**config.mk**
```make
export PLATFORM = sky130hd
export DESIGN_NAME = nlch_top
export DESIGN_NICKNAME = d
export VERILOG_FILES = /design/src/hw/nlch_pkg.sv /design/src/hw/nlch_page_buf.sv /design/src/hw/nlch_checker.sv /design/src/hw/nlch_top.sv
export SDC_FILE = /design/constraint.sdc
export NUM_CORES = 2
export LEC_CHECK = 0
export BUFFER_PORTS_ARGS = -buffer_cell sky130_fd_sc_hd__clkbuf_2
export CORE_MARGIN = 5
export CORE_UTILIZATION = 55
export CTS_CLUSTER_DIAMETER = 40
export DETAILED_ROUTE_END_ITERATION = 10
export PLACE_DENSITY = 0.81
export SLEW_MARGIN = 10
export SYNTH_ARGS = -nofsm -noshare
export SYNTH_HDL_FRONTEND = slang
export SYNTH_SLANG_ARGS = --single-unit
```
**constraint.sdc**
```tcl
create_clock -name clk -period 5.6 [get_ports clk]
set_input_delay 1.12 -clock clk [delete_from_list [all_inputs] [get_ports clk]]
set_output_delay 1.12 -clock clk [all_outputs]
set_load 0.005 [all_outputs]
```
**src/hw/nlch_pkg.sv**
```systemverilog
// Constants and types shared by the loader command handler
package nlch_pkg;

  // Address map of the loader view
  localparam logic [31:0] NVM_BASE = 32'h1100_0000;
  localparam logic [31:0] STACK_INIT = 32'h1800_0400;
  localparam logic [31:0] LINK_CLEARED = 32'h0000_0000;
  localparam logic [24:0] NVM_CAPACITY = 25'h001_0000;
  localparam logic [24:0] EXEC_LIMIT = NVM_CAPACITY - 25'h000_0004;
  localparam logic [23:0] NONLIN_BASE = 24'h00_C000;
  localparam logic [7:0] PAGE_BYTES = 8'h80;
  localparam logic [7:0] PAGE_LAST = 8'h7F;
  localparam logic [7:0] MAX_COUNT = 8'h80;

  // Block lengths and message types
  localparam logic [7:0] LEN_WR = 8'h06;
  localparam logic [7:0] TYPE_WR = 8'h05;
  localparam logic [7:0] LEN_EX = 8'h04;
  localparam logic [7:0] TYPE_EX = 8'h86;
  localparam logic [7:0] LEN_RD = 8'h06;
  localparam logic [7:0] TYPE_RD = 8'h87;
  localparam logic [7:0] TYPE_TRAIL = 8'h80;
  localparam logic [7:0] RSP_LEN = 8'h02;
  localparam logic [7:0] TYPE_RSP = 8'h40;
  localparam logic [7:0] RSP_TOTAL = 8'h03;

  // Header byte positions, counted after the length byte
  localparam logic [7:0] POS_TYPE = 8'h00;
  localparam logic [7:0] POS_OFF_HI = 8'h01;
  localparam logic [7:0] POS_OFF_MID = 8'h02;
  localparam logic [7:0] POS_OFF_LO = 8'h03;
  localparam logic [7:0] POS_COUNT = 8'h05;

  // Error codes
  localparam logic [7:0] ERR_NONE = 8'h00;
  localparam logic [7:0] ERR_PARAMS = 8'h01;
  localparam logic [7:0] ERR_ADDR_RANGE = 8'h02;
  localparam logic [7:0] ERR_PAGE_CROSS = 8'h03;
  localparam logic [7:0] ERR_NOT_MAPPED = 8'h04;
  localparam logic [7:0] ERR_DBE = 8'h05;
  localparam logic [7:0] ERR_RECV_MISMATCH = 8'h06;

  typedef enum logic [1:0] {CMD_NONE, CMD_WR, CMD_EX, CMD_RD} nlch_cmd_t;

  typedef enum logic [3:0] {
    S_IDLE, S_HDR, S_DEC, S_TLEN, S_TDATA, S_DEC_W, S_CHECK,
    S_RD, S_WR_LOAD, S_WR_PROG, S_RESP, S_SEND, S_JUMP, S_HALT
  } nlch_state_t;

endpackage : nlch_pkg

```
**src/hw/nlch_page_buf.sv**
```systemverilog
// One-page byte buffer with a per-byte supplied mask
`timescale 1ns/10ps
module nlch_page_buf (
  // Clock and reset
  input logic clk,
  input logic rst_n,
  // Write side
  input logic clr,
  input logic wr_en,
  input logic wr_keep,
  input logic [6:0] wr_idx,
  input logic [7:0] wr_data,
  // Read side
  input logic [6:0] rd_idx,
  output logic [7:0] rd_data
);
  import nlch_pkg::*;

  typedef struct packed {
    logic [127:0][7:0] mem;
    logic [127:0] mask;
  } nlch_buf_t;

  nlch_buf_t s;
  nlch_buf_t next_s;

  always_comb begin
    next_s = s;
    if (clr) begin
      next_s.mask = '0;
    end else if (wr_en) begin
      // Keep mode fills only bytes the host did not supply
      if (!wr_keep) begin
        next_s.mem[wr_idx] = wr_data;
        next_s.mask[wr_idx] = 1'b1;
      end else if (!s.mask[wr_idx]) begin
        next_s.mem[wr_idx] = wr_data;
      end
    end
  end

  always_ff @(posedge clk) begin
    if (!rst_n) begin
      s <= '0;
    end else begin
      s <= next_s;
    end
  end

  assign rd_data = s.mem[rd_idx];

endmodule : nlch_page_buf

```
**src/hw/nlch_checker.sv**
```systemverilog
// Range, page and mapping checks on a decoded request
`timescale 1ns/10ps
module nlch_checker (
  // Request
  input nlch_pkg::nlch_cmd_t cmd,
  input logic [23:0] off,
  input logic [7:0] cnt,
  input logic mapped,
  // Verdict
  output logic [7:0] err
);
  import nlch_pkg::*;

  logic [24:0] end_off;
  logic [8:0] page_end;

  always_comb begin
    end_off = {1'b0, off} + {17'h0_0000, cnt};
    page_end = {2'b00, off[6:0]} + {1'b0, cnt};
    err = ERR_NONE;
    if (cmd == CMD_EX) begin
      if ({1'b0, off} > EXEC_LIMIT) begin
        err = ERR_ADDR_RANGE;
      end
    end else if (cnt == 8'h00 || cnt > MAX_COUNT) begin
      err = ERR_PARAMS;
    end else if ({1'b0, off} >= NVM_CAPACITY || end_off > NVM_CAPACITY) begin
      err = ERR_ADDR_RANGE;
    end else if (page_end > {1'b0, PAGE_BYTES}) begin
      // Write and read both stay inside one page
      err = ERR_PAGE_CROSS;
    end else if (cmd == CMD_RD && off >= NONLIN_BASE && !mapped) begin
      err = ERR_NOT_MAPPED;
    end
  end

endmodule : nlch_checker

```
**src/hw/nlch_top.sv**
```systemverilog
// Loader command handler: non-volatile write, execute and read
//
// Function
// - Write offset 24 bits, MSB first, from base
// - Count byte gives exact trailing bytes, max 128
// - Reject execute offset above capacity minus four
// - No code validity check before jumping
// - Set stack, PLL clock, clear irqs, watchdog
// - Return link cleared; only reset re-enters
// - Execute at once, reply only on error
// - Read header: offset, reserved, then count
// - Reject reads of unmapped non-linear pages
// - Double-bit check on every byte read
// - Reject page crossing or out-of-range reads
// - Read data returned in trailing block
// - Refuse page crossing writes, preserve other bytes
`timescale 1ns/10ps
module nlch_top (
  // Clock and reset
  input logic clk,
  input logic rst_n,
  // Incoming byte stream
  input logic rx_valid,
  input logic [7:0] rx_data,
  output logic rx_ready,
  // Outgoing byte stream
  output logic tx_valid,
  output logic [7:0] tx_data,
  input logic tx_ready,
  // Non-volatile memory port
  output logic nvm_req,
  output logic nvm_we,
  output logic [23:0] nvm_addr,
  output logic [7:0] nvm_wdata,
  input logic [7:0] nvm_rdata,
  input logic nvm_ack,
  input logic nvm_dbe,
  input logic nvm_page_mapped,
  // Hand-off to user code
  output logic jump_valid,
  output logic [31:0] jump_target,
  output logic [31:0] stack_pointer,
  output logic [31:0] return_link_register,
  output logic pll_select,
  output logic irq_clear,
  output logic wdt_enable
);
  import nlch_pkg::*;

  typedef struct packed {
    nlch_state_t st;
    nlch_cmd_t cmd;
    logic [7:0] len;
    logic [7:0] typ;
    logic [7:0] idx;
    logic [23:0] off;
    logic [7:0] cnt;
    logic [7:0] err;
    logic rsp_rd;
    logic [7:0] tx_idx;
    logic [7:0] tx_total;
    logic rx_ready;
    logic tx_valid;
    logic [7:0] tx_data;
    logic nvm_req;
    logic nvm_we;
    logic [23:0] nvm_addr;
    logic [7:0] nvm_wdata;
    logic jump;
    logic [31:0] jump_target;
    logic [31:0] sp;
    logic [31:0] ret_link;
    logic pll_sel;
    logic irq_clr;
    logic wdt_en;
  } nlch_top_t;

  nlch_top_t s;
  nlch_top_t next_s;
  logic take;
  logic [7:0] chk_err;
  logic buf_clr;
  logic buf_wr;
  logic buf_keep;
  logic [6:0] buf_widx;
  logic [7:0] buf_wdata;
  logic [6:0] buf_ridx;
  logic [7:0] buf_rdata;

  nlch_checker u_chk (
    .cmd(s.cmd),
    .off(s.off),
    .cnt(s.cnt),
    .mapped(nvm_page_mapped),
    .err(chk_err)
  );

  nlch_page_buf u_buf (
    .clk(clk),
    .rst_n(rst_n),
    .clr(buf_clr),
    .wr_en(buf_wr),
    .wr_keep(buf_keep),
    .wr_idx(buf_widx),
    .wr_data(buf_wdata),
    .rd_idx(buf_ridx),
    .rd_data(buf_rdata)
  );

  assign take = rx_valid && s.rx_ready;

  ////////////////////////////////////////////////////////////////////////////
  always_comb begin
    next_s = s;
    next_s.jump = 1'b0;
    next_s.irq_clr = 1'b0;
    buf_clr = 1'b0;
    buf_wr = 1'b0;
    buf_keep = 1'b0;
    buf_widx = s.idx[6:0];
    buf_wdata = nvm_rdata;
    buf_ridx = (s.st == S_SEND) ? 7'(s.tx_idx - 8'h02) : s.idx[6:0];
    case (s.st)
      S_IDLE: begin
        // Zero length carries nothing to collect
        if (take && rx_data != 8'h00) begin
          next_s.len = rx_data;
          next_s.idx = 8'h00;
          next_s.err = ERR_NONE;
          next_s.st = S_HDR;
        end
      end
      S_HDR: begin
        if (take) begin
          case (s.idx)
            POS_TYPE: next_s.typ = rx_data;
            POS_OFF_HI: next_s.off[23:16] = rx_data;
            POS_OFF_MID: next_s.off[15:8] = rx_data;
            POS_OFF_LO: next_s.off[7:0] = rx_data;
            POS_COUNT: next_s.cnt = rx_data;
            default: next_s.cnt = s.cnt;
          endcase
          next_s.idx = s.idx + 8'h01;
          if (s.idx + 8'h01 == s.len) begin
            next_s.st = S_DEC;
          end
        end
      end
      S_DEC: begin
        next_s.nvm_addr = s.off;
        if (s.typ == TYPE_WR && s.len == LEN_WR) begin
          next_s.cmd = CMD_WR;
          buf_clr = 1'b1;
          next_s.st = S_TLEN;
        end else if (s.typ == TYPE_RD && s.len == LEN_RD) begin
          next_s.cmd = CMD_RD;
          next_s.st = S_CHECK;
        end else if (s.typ == TYPE_EX && s.len == LEN_EX) begin
          next_s.cmd = CMD_EX;
          next_s.st = S_CHECK;
        end else begin
          next_s.cmd = CMD_NONE;
          next_s.err = ERR_PARAMS;
          next_s.st = S_RESP;
        end
      end
      S_TLEN: begin
        if (take) begin
          next_s.len = rx_data;
          next_s.idx = 8'h00;
          next_s.st = S_TDATA;
          if (rx_data == 8'h00) begin
            next_s.err = ERR_RECV_MISMATCH;
            next_s.st = S_RESP;
          end
        end
      end
      S_TDATA: begin
        if (take) begin
          if (s.idx == POS_TYPE) begin
            if (rx_data != TYPE_TRAIL) begin
              next_s.err = ERR_RECV_MISMATCH;
            end
          end else begin
            // Data lands at its page position so unsent bytes survive
            buf_wr = 1'b1;
            buf_widx = 7'(s.off[6:0] + s.idx[6:0] - 7'h01);
            buf_wdata = rx_data;
          end
          next_s.idx = s.idx + 8'h01;
          if (s.idx + 8'h01 == s.len) begin
            next_s.st = S_DEC_W;
          end
        end
      end
      S_DEC_W: begin
        // Whole block is absorbed before any verdict, keeping the link in step
        if (s.err == ERR_NONE && s.len != s.cnt + 8'h01) begin
          next_s.err = ERR_RECV_MISMATCH;
        end
        next_s.st = (s.err == ERR_NONE && s.len == s.cnt + 8'h01) ? S_CHECK : S_RESP;
      end
      S_CHECK: begin
        next_s.idx = 8'h00;
        if (chk_err != ERR_NONE) begin
          next_s.err = chk_err;
          next_s.st = S_RESP;
        end else if (s.cmd == CMD_EX) begin
          next_s.st = S_JUMP;
        end else if (s.cmd == CMD_RD) begin
          next_s.st = S_RD;
        end else begin
          next_s.st = S_WR_LOAD;
        end
      end
      S_RD: begin
        if (nvm_ack) begin
          next_s.nvm_req = 1'b0;
          buf_wr = 1'b1;
          if (nvm_dbe) begin
            next_s.err = ERR_DBE;
            next_s.st = S_RESP;
          end else if (s.idx + 8'h01 == s.cnt) begin
            next_s.rsp_rd = 1'b1;
            next_s.tx_total = s.cnt + 8'h02;
            next_s.tx_idx = 8'h00;
            next_s.st = S_SEND;
          end else begin
            next_s.idx = s.idx + 8'h01;
          end
        end else if (!s.nvm_req) begin
          next_s.nvm_req = 1'b1;
          next_s.nvm_we = 1'b0;
          next_s.nvm_addr = s.off + {16'h0000, s.idx};
        end
      end
      S_WR_LOAD: begin
        // Read-modify-write of the full page
        if (nvm_ack) begin
          next_s.nvm_req = 1'b0;
          buf_wr = 1'b1;
          buf_keep = 1'b1;
          if (nvm_dbe) begin
            next_s.err = ERR_DBE;
            next_s.st = S_RESP;
          end else if (s.idx == PAGE_LAST) begin
            next_s.idx = 8'h00;
            next_s.st = S_WR_PROG;
          end else begin
            next_s.idx = s.idx + 8'h01;
          end
        end else if (!s.nvm_req) begin
          next_s.nvm_req = 1'b1;
          next_s.nvm_we = 1'b0;
          next_s.nvm_addr = {s.off[23:7], s.idx[6:0]};
        end
      end
      S_WR_PROG: begin
        if (nvm_ack) begin
          next_s.nvm_req = 1'b0;
          next_s.nvm_we = 1'b0;
          if (s.idx == PAGE_LAST) begin
            next_s.err = ERR_NONE;
            next_s.st = S_RESP;
          end else begin
            next_s.idx = s.idx + 8'h01;
          end
        end else if (!s.nvm_req) begin
          next_s.nvm_req = 1'b1;
          next_s.nvm_we = 1'b1;
          next_s.nvm_addr = {s.off[23:7], s.idx[6:0]};
          next_s.nvm_wdata = buf_rdata;
        end
      end
      S_RESP: begin
        next_s.rsp_rd = 1'b0;
        next_s.tx_total = RSP_TOTAL;
        next_s.tx_idx = 8'h00;
        next_s.st = S_SEND;
      end
      S_SEND: begin
        if (!s.tx_valid || tx_ready) begin
          if (s.tx_idx == s.tx_total) begin
            next_s.tx_valid = 1'b0;
            // A stale read flag would mislabel the next command's error path
            next_s.rsp_rd = 1'b0;
            next_s.st = S_IDLE;
          end else begin
            next_s.tx_valid = 1'b1;
            next_s.tx_idx = s.tx_idx + 8'h01;
            if (s.rsp_rd) begin
              case (s.tx_idx)
                8'h00: next_s.tx_data = s.cnt + 8'h01;
                8'h01: next_s.tx_data = TYPE_TRAIL;
                default: next_s.tx_data = buf_rdata;
              endcase
            end else begin
              case (s.tx_idx)
                8'h00: next_s.tx_data = RSP_LEN;
                8'h01: next_s.tx_data = TYPE_RSP;
                default: next_s.tx_data = s.err;
              endcase
            end
          end
        end
      end
      S_JUMP: begin
        next_s.sp = STACK_INIT;
        next_s.ret_link = LINK_CLEARED;
        next_s.jump_target = NVM_BASE + {8'h00, s.off};
        next_s.pll_sel = 1'b1;
        next_s.irq_clr = 1'b1;
        next_s.wdt_en = 1'b1;
        next_s.jump = 1'b1;
        next_s.st = S_HALT;
      end
      // Only a reset leaves this state
      default: next_s.st = S_HALT;
    endcase
    next_s.rx_ready = (next_s.st == S_IDLE) || (next_s.st == S_HDR) ||
                      (next_s.st == S_TLEN) || (next_s.st == S_TDATA);
  end

  always_ff @(posedge clk) begin
    if (!rst_n) begin
      s <= '0;
    end else begin
      s <= next_s;
    end
  end

  assign rx_ready = s.rx_ready;
  assign tx_valid = s.tx_valid;
  assign tx_data = s.tx_data;
  assign nvm_req = s.nvm_req;
  assign nvm_we = s.nvm_we;
  assign nvm_addr = s.nvm_addr;
  assign nvm_wdata = s.nvm_wdata;
  assign jump_valid = s.jump;
  assign jump_target = s.jump_target;
  assign stack_pointer = s.sp;
  assign return_link_register = s.ret_link;
  assign pll_select = s.pll_sel;
  assign irq_clear = s.irq_clr;
  assign wdt_enable = s.wdt_en;
endmodule : nlch_top

```
==> results <==
- The run finished with clean final reports.
- Across all layers, the routed design uses 50,243 vias.
- In this run the register-to-register setup slack is 0.38 ns.
- The post-synthesis share of cell area spent on xor and xnor gates is 1.23%.
- The biggest area contributor in the post-synthesis netlist is sky130_fd_sc_hd__dfxtp_1.
- The post-place setup slack is 0.435 ns.
- The width of the die is 347 um.
- The final routed wire length divided by cell count is 24.1 um.
- Setup repair after global routing left no endpoint under its margin.
- Yosys attributes the largest share of cell area to sky130_fd_sc_hd__dfxtp_1 42%, sky130_fd_sc_hd__mux2i_1 17%, sky130_fd_sc_hd__mux4_2 9.1%.
- The delay contributed by the slowest stage of the critical path is 0.52 ns.
- The global-route wire length before repair is 289,000 um.
- The count of unique library cells instantiated by Yosys is 95.
- The layout-stage area growth over the synthesis result is 10.7%.
- The TritonCTS clock tree is done.
- The number of top-level pins is 167.
- The number of enable-type register cells in the synthesized netlist is 0.
- The routing usage on met2 is 47.0%.
- The relative slew slack is 16.5%.
- The worst path in the final design needs a cycle of 5.22 ns, including I/O delays and setup.
- Across every metal layer, demand over resource in global routing totals 30.0%.
- After Yosys synthesis, and, or, nand and nor cells account for 15.0% of the synthesized area.
- The number of hold violations in the final report came to 0.
- The floorplan step defined a die boundary enclosing 120,000 um2.
- Detailed placement finished with a half-perimeter wire length of 122,000 um.
- The highest ir drop seen on vdd is 304 uV.
- In the synthesized netlist the dominant register cell turns out to be sky130_fd_sc_hd__dfxtp_1.
- The maximum frequency from static timing analysis is 192 MHz.
- The largest individual stage delay along the critical path comes from the cell sky130_fd_sc_hd__fa_1.
- The Yosys step of the flow raised 0 warnings.
- The power per cell area is 290 nW/um2.
- Clock-pin slew was measured on the worst setup and hold paths at 0.06 ns.
- The critical path launch point type is a flip-flop.
- The via count of the first global-routing pass is 49,480.
- The total overflow left after global routing is 0.
- The share of synthesized area in the top cell type comes to 41.9%.
- The clock network latency to the later pin of the worst-skew pair is 0.77 ns.
- The maximum number of pins on one net before global-route repair is 208.
- Counting every instance in the synthesized netlist gives 6,363.
- The global routing's busiest layer is met2.
- The clock tree root driver cell is sky130_fd_sc_hd__clkbuf_16.
- The area of the mapped netlist is 62,300 um2.
- Data on the critical path is required at its endpoint by 6.26 ns.
- Of all nets on the critical path, the largest fanout is 20.
- The H-tree was split into 4 levels.
- After Yosys synthesis, full adders, half adders and majority gates account for 0.879% of the synthesized area.
- After synthesis, the largest family of logic cells by area is multiplexers.
- The initial antenna violation count is 6.
- After floorplanning, the core was sized to cover 112,000 um2.
- The vertical die dimension is 347 um.
- The cell leakage power is 0.0305 uW.
- The number of sinks handled by clock tree synthesis is 1,304.
- The worst endpoint data arrival time is 5.88 ns.
- The signal on the critical path passes through inv_1 > ha_1 > inv_1 > ha_1 > fa_1 > o2111ai_1 > nand2_1 > buf_4 > or3_1 > a21oi_1 > o311a_1 > nor4_2 > nand2_4 > buf_12 > o211ai_4 > mux2i_1.
- During placement, the flow inserted port buffers numbering 99.
- STA classifies the critical path endpoint as a flip-flop.
- The pre-antenna-repair detailed-routing pass consisted of 7 iterations.
- The proportion of layout cells with a drive suffix above 1 is 15.7%.
- At the pin with the least slew margin, the transition time is 1.25 ns.
- Wires add up to 189,000 um.
- After detailed routing, the number of vias per cell comes to 6.41.
- The ratio of final minimum period to clock period is 93.2%.
- In this run, synthesis produced a sequential element count of 1,304.
- The max-slew violation total from the final report is 0.
- Buffers inserted to repair hold after CTS numbered 0.
- The net count of the finished layout is 6,280.
- The clock passes through at most 3 buffers.
- The starting DRC count in detailed routing is 6,295.
- The average cell area after synthesis is 9.80 um2.
- In the routed design, unresolved DRC markers number 0.
- The number of nets still failing antenna checks after routing is 0.
- Counting the buffers created by CTS gives 150.
- The synthesized-area fraction occupied by ao, oa, aoi and oai cells is 9.17%.
- The final worst clock skew is 0.0343 ns.
- Measured against the total synthesized area, the mux share comes to 26.4%.
- For the final routed database, the setup TNS stands at 0 ns.
- The row count is 123.
- Global routing consumed, on the met1 layer, 37.9% of the routing resources.
- Max-cap violations in this run came to 0.
- In the post-route analysis, the smallest setup slack over all paths is 0.379 ns.
- The leading cell type in the layout, fill and taps excluded is sky130_fd_sc_hd__nand2_1.
- The type of the setup path with the least slack is reg2reg.
- The path class of the lowest-slack min-delay path is reg2reg.
- Once the clock tree was built, the resizer swapped 0 gates to a different size.
- The met3 usage in global routing is 7.65%.
- After synthesis, the share of flip-flops with an asynchronous set or reset is 0%.
- Leaving out fill and tap cells, the most frequent cells in the layout are 1,349 x sky130_fd_sc_hd__nand2_1, 1,304 x sky130_fd_sc_hd__dfxtp_1, 1,066 x sky130_fd_sc_hd__mux2i_1.
- The post-synthesis sequential area ratio is 41.9%.
- Setup violations remaining at the end of the flow were counted as 0.
- The starting density of the core is 55.4%.
- The number of setup buffers added after CTS is 0.
- The last weighted congestion value of the routability-driven placer is 0.965.
## worst max-delay path: cells and delay by family, from the launching register on
| family | cells | cell delay (ns) |
|---|---|---|
| adder cells (fa/ha/maj) | 3 | 1.07 |
| AND/OR/NAND/NOR | 4 | 1.52 |
| multiplexers | 1 | 0.27 |
| flip-flops | 1 | 0.33 |
| AO/OA/AOI/OAI | 4 | 1.11 |
| buffers and inverters | 4 | 0.78 |
## final timing paths
check,start,endpoint,cells past startpoint
setup reg to reg,s[202],u_buf.s[909],16
hold / removal,jump_target[12],jump_target[12],2
hold reg to reg,jump_target[12],jump_target[12],2
setup / recovery,s[202],u_buf.s[909],16
## cells in the mapped netlist (all sizes together) (7+ instances only)
library cell  number
a211o             22
a211oi            69
a21o              18
a21oi            296
a222oi             7
a22o              20
a22oi             20
a311oi             9
a31oi             26
a32o               8
a32oi             12
and2              99
and3              21
buf              249
clkbuf           412
dfxtp           1304
ha                39
inv               48
mux2               8
mux2i           1071
mux4             251
nand2           1360
nand3            130
nand3b             7
nand4             62
nand4b             7
nor2             290
nor2b              9
nor3              62
nor4              22
o2111ai           16
o211ai            48
o21ai             86
o22ai             27
o2bb2ai           33
o31a               7
or3               13
or4                7
xnor2             34
xor2              41
## metrics by stage
stage	power [uW]	instance area (um2)	std cells	hold WS, ns	util [%]
floorplan	9870	62600	6429	0.426	-
global placement	9980	63800	7563	0.433	56.7
detailed placement	9990	63800	7563	0.445	56.7
CTS	20000	69000	7836	0.455	61.3
global route	20500	69000	7836	0.470	61.3
finish	20000	69000	7837	0.452	61.3
## layer usage
metal / vias to the layer above / routed length [um]
met4: 6 / 12300
met1: 24460 / 71400
li1: 21983 / -
met3: 785 / 20400
met5: - / 52
met2: 3009 / 84500
## report_power, final
| part | total, uW | leakage (uW) | internal [uW] | switching (uW) |
|---|---|---|---|---|
| Sequential | 9300 | 0.0105 | 9280 | 13.7 |
| Combinational | 506 | 0.0174 | 93.5 | 413 |
| Clock | 10200 | 0.00256 | 5980 | 4240 |
| Total | 20000 | 0.0305 | 15400 | 4660 |
## registers in the layout, summed over array words and instances (netlist names)
signal,cells
tx_valid,1
nvm_req,1
tx_data,8
s,82
jump_valid,1
nvm_we,1
nvm_wdata,8
rx_ready,1
jump_target,25
u_buf.s,1152
nvm_addr,24
## cell type report
| cell class | instances | area (um2) |
|---|---|---|
| antenna | 1 | 2.50 |
| clock buffer | 187 | 4160 |
| multi-input combinational | 4415 | 33400 |
| clock inverter | 86 | 1060 |
| inverter | 49 | 186 |
| tap | 1500 | 1880 |
| sequential | 1304 | 26100 |
| timing repair buffer | 295 | 2210 |
| fill | 8707 | 43500 |
## cell families after synthesis
| kind of cell | Yosys count |
|---|---|
| AO/OA/AOI/OAI | 787 |
| flip-flops | 1304 |
| adder cells (fa/ha/maj) | 42 |
| multiplexers | 1330 |
| XOR/XNOR | 80 |
| AND/OR/NAND/NOR | 2109 |
| buffers and inverters | 710 |
| other | 1 |
No activity file was read; power rests on OpenSTA's default activity.
